--- src/acs_pkg.sv ---
// Constants and types for the convert-start block.
package acs_pkg;

    localparam int CLK_PERIOD_NS = 4;
    localparam int POWERUP_TIME_NS = 1000;
    localparam int POWERUP_CYCLES =
        (POWERUP_TIME_NS + CLK_PERIOD_NS - 1) / CLK_PERIOD_NS;
    localparam int CNT_W = 9;

    localparam int ADDR_W = 8;
    localparam int DATA_W = 32;
    localparam int RES_W = 12;
    localparam int BUS_ADDR_W = 7;

    localparam logic [ADDR_W-1:0] CFG_OFFSET = 8'h00;
    localparam logic [ADDR_W-1:0] UPPER_OFFSET = 8'h04;
    localparam logic [ADDR_W-1:0] LOWER_OFFSET = 8'h08;
    localparam logic [ADDR_W-1:0] STATUS_OFFSET = 8'h0c;
    localparam logic [ADDR_W-1:0] RESULT_OFFSET = 8'h10;

    localparam int CFG_BUSY_SEL_BIT = 0;
    localparam int CFG_ALERT_EN_BIT = 1;
    localparam int STAT_ALERT_BIT = 0;
    localparam int STAT_INVALID_BIT = 1;
    localparam int STAT_STATE_POS = 4;
    localparam int STAT_ADDR_POS = 8;

    localparam logic [BUS_ADDR_W-1:0] ADDR_FLOAT = 7'h20;
    localparam logic [BUS_ADDR_W-1:0] ADDR_STD_LOW = 7'h21;
    localparam logic [BUS_ADDR_W-1:0] ADDR_STD_HIGH = 7'h22;
    localparam logic [BUS_ADDR_W-1:0] ADDR_HS_LOW = 7'h23;
    localparam logic [BUS_ADDR_W-1:0] ADDR_HS_HIGH = 7'h24;

    localparam logic [RES_W-1:0] UPPER_RESET = 12'hfff;
    localparam logic [RES_W-1:0] LOWER_RESET = 12'h000;

    typedef enum logic [1:0] {
        ACS_SHUTDOWN,
        ACS_POWERUP,
        ACS_READY,
        ACS_CONVERT
    } acs_state_e;

    typedef struct packed {
        logic alert_en;
        logic busy_sel;
    } acs_cfg_s;

    typedef struct packed {
        logic sense_low;
        logic sense_high;
    } acs_strap_s;

endpackage

--- src/acs_top.sv ---
// Convert-start sequencing, address strap decode and open-drain pins.
`timescale 1ns/1ns
module acs_top (
    // Clock and reset
    input wire logic clk,
    input wire logic rst,
    // Register port
    input wire logic [acs_pkg::ADDR_W-1:0] reg_addr,
    input wire logic [acs_pkg::DATA_W-1:0] reg_wdata,
    input wire logic reg_wr,
    input wire logic reg_rd,
    output logic [acs_pkg::DATA_W-1:0] reg_rdata,
    // Straps and pins
    input wire acs_pkg::acs_strap_s addr_strap_pin,
    input wire logic hs_version,
    input wire logic convert_start_pin,
    input wire logic scl_i,
    input wire logic sda_i,
    output logic sda_o,
    output logic sda_oe_n,
    output logic alert_busy_o,
    output logic alert_busy_oe_n,
    // Serial engine side
    input wire logic sda_pull_low,
    output logic [acs_pkg::BUS_ADDR_W-1:0] bus_address,
    output logic scl_level,
    output logic sda_level,
    output logic scl_rise,
    output logic scl_fall,
    // Converter core side
    input wire logic conv_done,
    input wire logic [acs_pkg::RES_W-1:0] conv_result,
    output logic core_power,
    output logic core_hold,
    output logic core_start
);

    // Pin synchronisers.
    logic [1:0] strap_m_q, strap_m_d;
    logic [1:0] strap_s_q, strap_s_d;
    logic ver_m_q, ver_m_d, ver_s_q, ver_s_d;
    logic cs_m_q, cs_m_d, cs_s_q, cs_s_d, cs_p_q, cs_p_d;
    logic scl_m_q, scl_m_d, scl_s_q, scl_s_d, scl_p_q, scl_p_d;
    logic sda_m_q, sda_m_d, sda_s_q, sda_s_d;

    always_comb begin
        strap_m_d = addr_strap_pin;
        strap_s_d = strap_m_q;
        ver_m_d = hs_version;
        ver_s_d = ver_m_q;
        cs_m_d = convert_start_pin;
        cs_s_d = cs_m_q;
        cs_p_d = cs_s_q;
        scl_m_d = scl_i;
        scl_s_d = scl_m_q;
        scl_p_d = scl_s_q;
        sda_m_d = sda_i;
        sda_s_d = sda_m_q;
    end

    always_ff @(posedge clk) begin
        if (rst) begin
            strap_m_q <= 2'h0;
            strap_s_q <= 2'h0;
            ver_m_q <= 1'b0;
            ver_s_q <= 1'b0;
            cs_m_q <= 1'b0;
            cs_s_q <= 1'b0;
            cs_p_q <= 1'b0;
            scl_m_q <= 1'b1;
            scl_s_q <= 1'b1;
            scl_p_q <= 1'b1;
            sda_m_q <= 1'b1;
            sda_s_q <= 1'b1;
        end else begin
            strap_m_q <= strap_m_d;
            strap_s_q <= strap_s_d;
            ver_m_q <= ver_m_d;
            ver_s_q <= ver_s_d;
            cs_m_q <= cs_m_d;
            cs_s_q <= cs_s_d;
            cs_p_q <= cs_p_d;
            scl_m_q <= scl_m_d;
            scl_s_q <= scl_s_d;
            scl_p_q <= scl_p_d;
            sda_m_q <= sda_m_d;
            sda_s_q <= sda_s_d;
        end
    end

    logic cs_rise, cs_fall;

    assign cs_rise = cs_s_q & ~cs_p_q;
    assign cs_fall = ~cs_s_q & cs_p_q;

    assign scl_level = scl_s_q;
    assign sda_level = sda_s_q;
    assign scl_rise = scl_s_q & ~scl_p_q;
    assign scl_fall = ~scl_s_q & scl_p_q;

    // Address strap decode, loaded on each of the first three cycles after reset release, then held.
    logic [acs_pkg::BUS_ADDR_W-1:0] addr_q, addr_d;
    logic [1:0] strap_wait_q, strap_wait_d;
    logic [acs_pkg::BUS_ADDR_W-1:0] addr_sel;
    acs_pkg::acs_strap_s strap_now;

    always_comb begin
        strap_now = strap_s_q;
        if (strap_now.sense_low == strap_now.sense_high) begin
            addr_sel = acs_pkg::ADDR_FLOAT;
        end else if (ver_s_q) begin
            addr_sel = strap_now.sense_high ? acs_pkg::ADDR_HS_HIGH
                                            : acs_pkg::ADDR_HS_LOW;
        end else begin
            addr_sel = strap_now.sense_high ? acs_pkg::ADDR_STD_HIGH
                                            : acs_pkg::ADDR_STD_LOW;
        end
        addr_d = addr_q;
        strap_wait_d = strap_wait_q;
        if (strap_wait_q != 2'h3) begin
            strap_wait_d = strap_wait_q + 2'h1;
            addr_d = addr_sel;
        end
    end

    always_ff @(posedge clk) begin
        if (rst) begin
            addr_q <= acs_pkg::ADDR_FLOAT;
            strap_wait_q <= 2'h0;
        end else begin
            addr_q <= addr_d;
            strap_wait_q <= strap_wait_d;
        end
    end

    assign bus_address = addr_q;

    // Conversion sequencer.
    acs_pkg::acs_state_e state_q, state_d;
    logic [acs_pkg::CNT_W-1:0] cnt_q, cnt_d;
    logic start_q, start_d;
    logic short_q, short_d;

    always_comb begin
        state_d = state_q;
        cnt_d = cnt_q;
        start_d = 1'b0;
        short_d = short_q;
        unique case (state_q)
            acs_pkg::ACS_SHUTDOWN: begin
                if (cs_rise) begin
                    state_d = acs_pkg::ACS_POWERUP;
                    cnt_d = acs_pkg::CNT_W'(acs_pkg::POWERUP_CYCLES - 1);
                end
            end
            acs_pkg::ACS_POWERUP: begin
                if (cs_fall) begin
                    state_d = acs_pkg::ACS_CONVERT;
                    start_d = 1'b1;
                    short_d = cnt_q != '0;
                end else if (cnt_q == '0) begin
                    state_d = acs_pkg::ACS_READY;
                end else begin
                    cnt_d = cnt_q - 1'b1;
                end
            end
            acs_pkg::ACS_READY: begin
                if (cs_fall) begin
                    state_d = acs_pkg::ACS_CONVERT;
                    start_d = 1'b1;
                    short_d = 1'b0;
                end
            end
            acs_pkg::ACS_CONVERT: begin
                if (conv_done) begin
                    state_d = acs_pkg::ACS_SHUTDOWN;
                end
            end
        endcase
    end

    always_ff @(posedge clk) begin
        if (rst) begin
            state_q <= acs_pkg::ACS_SHUTDOWN;
            cnt_q <= '0;
            start_q <= 1'b0;
            short_q <= 1'b0;
        end else begin
            state_q <= state_d;
            cnt_q <= cnt_d;
            start_q <= start_d;
            short_q <= short_d;
        end
    end

    assign core_power = state_q != acs_pkg::ACS_SHUTDOWN;
    assign core_hold = state_q == acs_pkg::ACS_CONVERT;
    assign core_start = start_q;

    // Registers, result capture and the alert flag.
    acs_pkg::acs_cfg_s cfg_q, cfg_d;
    logic [acs_pkg::RES_W-1:0] upper_q, upper_d, lower_q, lower_d;
    logic [acs_pkg::RES_W-1:0] result_q, result_d;
    logic alert_q, alert_d, invalid_q, invalid_d;
    logic [acs_pkg::DATA_W-1:0] rdata_q, rdata_d;
    logic out_of_range, done_ok;

    assign done_ok = conv_done & (state_q == acs_pkg::ACS_CONVERT);
    assign out_of_range = (conv_result > upper_q) | (conv_result < lower_q);

    always_comb begin
        cfg_d = cfg_q;
        upper_d = upper_q;
        lower_d = lower_q;
        result_d = result_q;
        alert_d = alert_q;
        invalid_d = invalid_q;
        rdata_d = '0;
        if (reg_wr) begin
            unique case (reg_addr)
                acs_pkg::CFG_OFFSET: begin
                    cfg_d.busy_sel = reg_wdata[acs_pkg::CFG_BUSY_SEL_BIT];
                    cfg_d.alert_en = reg_wdata[acs_pkg::CFG_ALERT_EN_BIT];
                end
                acs_pkg::UPPER_OFFSET: begin
                    upper_d = reg_wdata[acs_pkg::RES_W-1:0];
                end
                acs_pkg::LOWER_OFFSET: begin
                    lower_d = reg_wdata[acs_pkg::RES_W-1:0];
                end
                acs_pkg::STATUS_OFFSET: begin
                    if (reg_wdata[acs_pkg::STAT_ALERT_BIT]) begin
                        alert_d = 1'b0;
                    end
                    if (reg_wdata[acs_pkg::STAT_INVALID_BIT]) begin
                        invalid_d = 1'b0;
                    end
                end
                default: begin
                end
            endcase
        end
        if (done_ok) begin
            result_d = conv_result;
            invalid_d = short_q;
            if (cfg_q.alert_en && out_of_range) begin
                alert_d = 1'b1;
            end
        end
        if (reg_rd) begin
            unique case (reg_addr)
                acs_pkg::CFG_OFFSET: begin
                    rdata_d[acs_pkg::CFG_BUSY_SEL_BIT] = cfg_q.busy_sel;
                    rdata_d[acs_pkg::CFG_ALERT_EN_BIT] = cfg_q.alert_en;
                end
                acs_pkg::UPPER_OFFSET: begin
                    rdata_d[acs_pkg::RES_W-1:0] = upper_q;
                end
                acs_pkg::LOWER_OFFSET: begin
                    rdata_d[acs_pkg::RES_W-1:0] = lower_q;
                end
                acs_pkg::STATUS_OFFSET: begin
                    rdata_d[acs_pkg::STAT_ALERT_BIT] = alert_q;
                    rdata_d[acs_pkg::STAT_INVALID_BIT] = invalid_q;
                    rdata_d[acs_pkg::STAT_STATE_POS +: 2] = state_q;
                    rdata_d[acs_pkg::STAT_ADDR_POS +: acs_pkg::BUS_ADDR_W] =
                        addr_q;
                end
                acs_pkg::RESULT_OFFSET: begin
                    rdata_d[acs_pkg::RES_W-1:0] = result_q;
                end
                default: begin
                end
            endcase
        end
    end

    always_ff @(posedge clk) begin
        if (rst) begin
            cfg_q <= '0;
            upper_q <= acs_pkg::UPPER_RESET;
            lower_q <= acs_pkg::LOWER_RESET;
            result_q <= '0;
            alert_q <= 1'b0;
            invalid_q <= 1'b0;
            rdata_q <= '0;
        end else begin
            cfg_q <= cfg_d;
            upper_q <= upper_d;
            lower_q <= lower_d;
            result_q <= result_d;
            alert_q <= alert_d;
            invalid_q <= invalid_d;
            rdata_q <= rdata_d;
        end
    end

    assign reg_rdata = rdata_q;

    // Open-drain pin drivers.
    logic ab_oe_n_q, ab_oe_n_d, sda_oe_n_q, sda_oe_n_d;

    always_comb begin
        if (cfg_q.busy_sel) begin
            ab_oe_n_d = state_d != acs_pkg::ACS_CONVERT;
        end else begin
            ab_oe_n_d = ~(alert_d & cfg_q.alert_en);
        end
        sda_oe_n_d = ~sda_pull_low;
    end

    always_ff @(posedge clk) begin
        if (rst) begin
            ab_oe_n_q <= 1'b1;
            sda_oe_n_q <= 1'b1;
        end else begin
            ab_oe_n_q <= ab_oe_n_d;
            sda_oe_n_q <= sda_oe_n_d;
        end
    end

    assign alert_busy_o = 1'b0;
    assign alert_busy_oe_n = ab_oe_n_q;
    assign sda_o = 1'b0;
    assign sda_oe_n = sda_oe_n_q;

endmodule

--- config.mk ---
export PLATFORM = sky130hd
export DESIGN_NAME = acs_top
export DESIGN_NICKNAME = d
export VERILOG_FILES = /design/src/acs_pkg.sv /design/src/acs_top.sv
export SDC_FILE = /design/constraint.sdc
export NUM_CORES = 1
export LEC_CHECK = 0
export BUFFER_PORTS_ARGS = -buffer_cell sky130_fd_sc_hd__clkbuf_2
export CELL_PAD_IN_SITES_DETAIL_PLACEMENT = 1
export CELL_PAD_IN_SITES_GLOBAL_PLACEMENT = 2
export CORE_MARGIN = 2
export CORE_UTILIZATION = 33
export DETAILED_ROUTE_END_ITERATION = 8
export GPL_ROUTABILITY_DRIVEN = 0
export HOLD_SLACK_MARGIN = 0.05
export PLACE_DENSITY_LB_ADDON = 0.1
export SYNTH_ARGS = -nofsm -noshare
export SYNTH_HDL_FRONTEND = slang
export SYNTH_SLANG_ARGS = --single-unit
--- constraint.sdc ---
create_clock -name clk -period 3.3 [get_ports clk]
set_clock_uncertainty 0.15 [all_clocks]
set_input_delay 0.495 -clock clk [delete_from_list [all_inputs] [get_ports clk]]
set_output_delay 0.495 -clock clk [all_outputs]
set_load 0.02 [all_outputs]
==> impl_results.md <==
- Status: finished clean
- PnR Total Power: 2512 uW
- Hold_buf cts: 0
- Final nets: 665
- H-tree levels: 3
- Syn. warnings: 0
- Delay of the slowest cell on the worst path: 0.43 ns
- Initial antenna violation count: 0
- Worst Path Max Fanout: 11
- Slew @ Worst Pin: 0.7527 ns
- Routed WL: 12.10 mm
- DR iter-0 viols: 192
- Syn Inst Count: 508
- ANT nets after route: 0
- Die Area: 13,890 um2
- Setup Viol. Count Final: 0
- Port Buffers: 68
- Async S/R FF share, synth: 0%
- Setup WS pre-CTS: 0.6884 ns
- Routed WL per cell: 16.22 um
- Max-Slew Margin vs Limit: 49.82%
- Die H: 117.8 um
- R2R depth: 8
- Detail Placement HPWL: 8.602 mm
- Worst Hold Depth: 2
- Startpoint types: flip-flop
- Max VDD drop: 0.2536 mV
- First-pass GRT wire length: 19.64 mm
- Worst path slowest cell: dfxtp_1
- CTS buffer count: 9
- Diode count: 0
- CTS tree: built
- P&R area growth vs syn: 16.00%
- Leak Pwr: 0.002142 uW
- Worst hold path type: input pin to flip-flop
- CTS Sinks: 87
- Gr ovfl total: 0
- Setup repair bufs after CTS: 0
- Hold path startpoint: sda_pull_low
- Vias per cell: 4.922
- CP required: 3.35 ns
- Initial Util: 33.89%
- Clock latency on the worst-skew pair: 0.35 ns
- Worst hold margin: 0.1649 ns
- Critical Path End Type: flip-flop
- Power Density: 506.4 nW/um2
- Maximum number of pins on one net before global-route repair: 71
- DR pass1 iterations: 5
- Period utilization: 69.14%
- Cell variety after synth: 48
- Synth Flop Type: dfxtp_1
- Post-synth EDFFs: 0
- Crit Path Class: flip-flop to flip-flop
- CTS Root Cell: clkbuf_16
- Worst path arrival time: 2.34 ns
- CTS resizes: 0
- Final Max Slew Viols: 0
- Worst-path clk slew: 0.06 ns
- IO Count: 114
- Core Region: 12,620 um2
- FP Rows: 41
- Flop2flop setup slack: 1.02 ns
- GRT Resource Usage Total: 18.02%
- Setup TNS: 0 ns
- Clock Tree Buf Depth: 2
- Final worst path period need: 2.282 ns
- CP cell instances: inv_1, ha_1, maj3_1, o31ai_1, buf_4, nand4b_1, xor2_1, nor3_1
- Synthesized flop and latch total: 87
- Setup ws final: 1.018 ns
- Width of the die: 117.8 um
- Total vias in the final route: 3,672
- Maximum clock rate: 438.3 MHz
- RR Startpoint: state_q[1]
- RSZ-0062 raised after global routing: no
- Post-synthesis area per instance: 8.419 um2
- Share of layout cells above drive strength 1: 18.29%
- Post-synthesis sequential area ratio: 40.73%
- Mapped cell area: 4277 um2
- Max-cap violations: 0
- RR Endpoint: cnt_q[8]
- Number of global-route vias before repair: 3,695
- DRC: 0
- Hold Vio Cnt, Final: 0
- WHS Endpoint: sda_oe_n
==> per-layer routing <==
layer  vias to the layer above  routed length [um]  global-route usage (%)
li1                       1802                   -                       -
met1                      1738                5580                   23.73
met2                       116                5485                   28.27
met3                        16                 822                   5.136
met4                         0                 214                   6.175
met5                         -                   0                       0
==> flip-flops by register name (all words and copies together) (netlist names), 2 cells and up <==
register	cells
upper_q	12
strap_m_q	2
strap_wait_q	2
cnt_q	9
strap_now	2
reg_rdata	13
lower_q	12
state_q	2
result_q	12
bus_address	3
cfg_q	2
==> worst max-delay path, delay by kind of cell, from the launching register on <==
kind / cells / cell delay (ns)
buffers and inverters: 2 / 0.31
xor gates and xnor gates: 1 / 0.15
DFF: 1 / 0.43
adders and majority gates: 2 / 0.70
AOI/OAI and AO/OA: 1 / 0.20
and+or+nand+nor: 2 / 0.19
==> stage by stage <==
stage / util (%) / cells / cell area, um2
global placement: 37.11 / 730 / 4683
global route: 39.31 / 746 / 4961
floorplan: - / 531 / 4363
detailed placement: 37.11 / 730 / 4683
finish: 39.31 / 746 / 4961
CTS: 39.31 / 746 / 4961
==> worst max path at each step <==
stage                            from           to  depth (start not counted)
after floorplan           reg_addr[1]  upper_q[11]                          6
after global placement    reg_addr[1]   upper_q[5]                          7
after detailed placement  reg_addr[1]   upper_q[4]                          7
after CTS                  state_q[1]     cnt_q[8]                          8
after global routing       state_q[1]     cnt_q[8]                          8
final                      state_q[1]     cnt_q[8]                          8
==> cells in the mapped netlist, types with 8 or more instances <==
cell type   n  area share (%)
dfxtp_1    87              41
nand2_1    78             6.8
nand3b_1   13             2.3
a222oi_1   12             2.8
nand3_1    20             2.3
nor2b_1    16             2.3
a21oi_1    42             4.9
clkbuf_1   17             1.5
xor2_1      8             1.6
nor2_1     37             3.2
inv_1      34             3.0
ha_1       32             9.4
o21ai_0    15             1.8
buf_4      26             4.6
==> kinds of logic after synthesis <==
family / synth area share [%]
other: 0.1756
AND/OR/NAND/NOR: 23.70
buffers and inverters: 9.889
multiplexers: 1.200
flip-flops: 40.73
XOR/XNOR: 1.638
AO/OA/AOI/OAI: 13.08
adder cells (fa/ha/maj): 9.596
==> power by group <==
part / leakage [uW] / internal (uW) / switching [uW]
clock network: 0.000136 / 549 / 413
registers: 0.000706 / 1100 / 40.9
logic: 0.00130 / 156 / 256
==> cell type report <==
| class | instances | area (um2) |
|---|---|---|
| clock buffers | 13 | 260.3 |
| clock inverters | 3 | 17.52 |
| fillers | 1556 | 7659 |
| inverters | 34 | 127.6 |
| multi-input cells | 361 | 2198 |
| flip-flops and latches | 87 | 1742 |
| well taps | 172 | 215.2 |
| repair buffers | 76 | 400.4 |
==> cells in the final DEF (no fill, tap or decap), drive strengths merged, types with 2 or more instances in the layout <==
cell type  instances
nand4b             2
and2               2
a222oi            12
nand2             78
a22o               2
a21oi             42
clkinv             2
mux2i              4
xor2               8
nor4               2
nand2b             3
nand4              6
nand3b            13
or3                2
nor2b             16
ha                32
o31ai              2
and3               2
o41ai              2
dfxtp             87
o211ai             3
or2                6
buf                8
clkbuf            81
conb              25
nor3               8
a211oi             3
nand3             20
inv               34
o21ai             15
nor2              38
a32oi              2
Power figures use the tool's default switching activity.
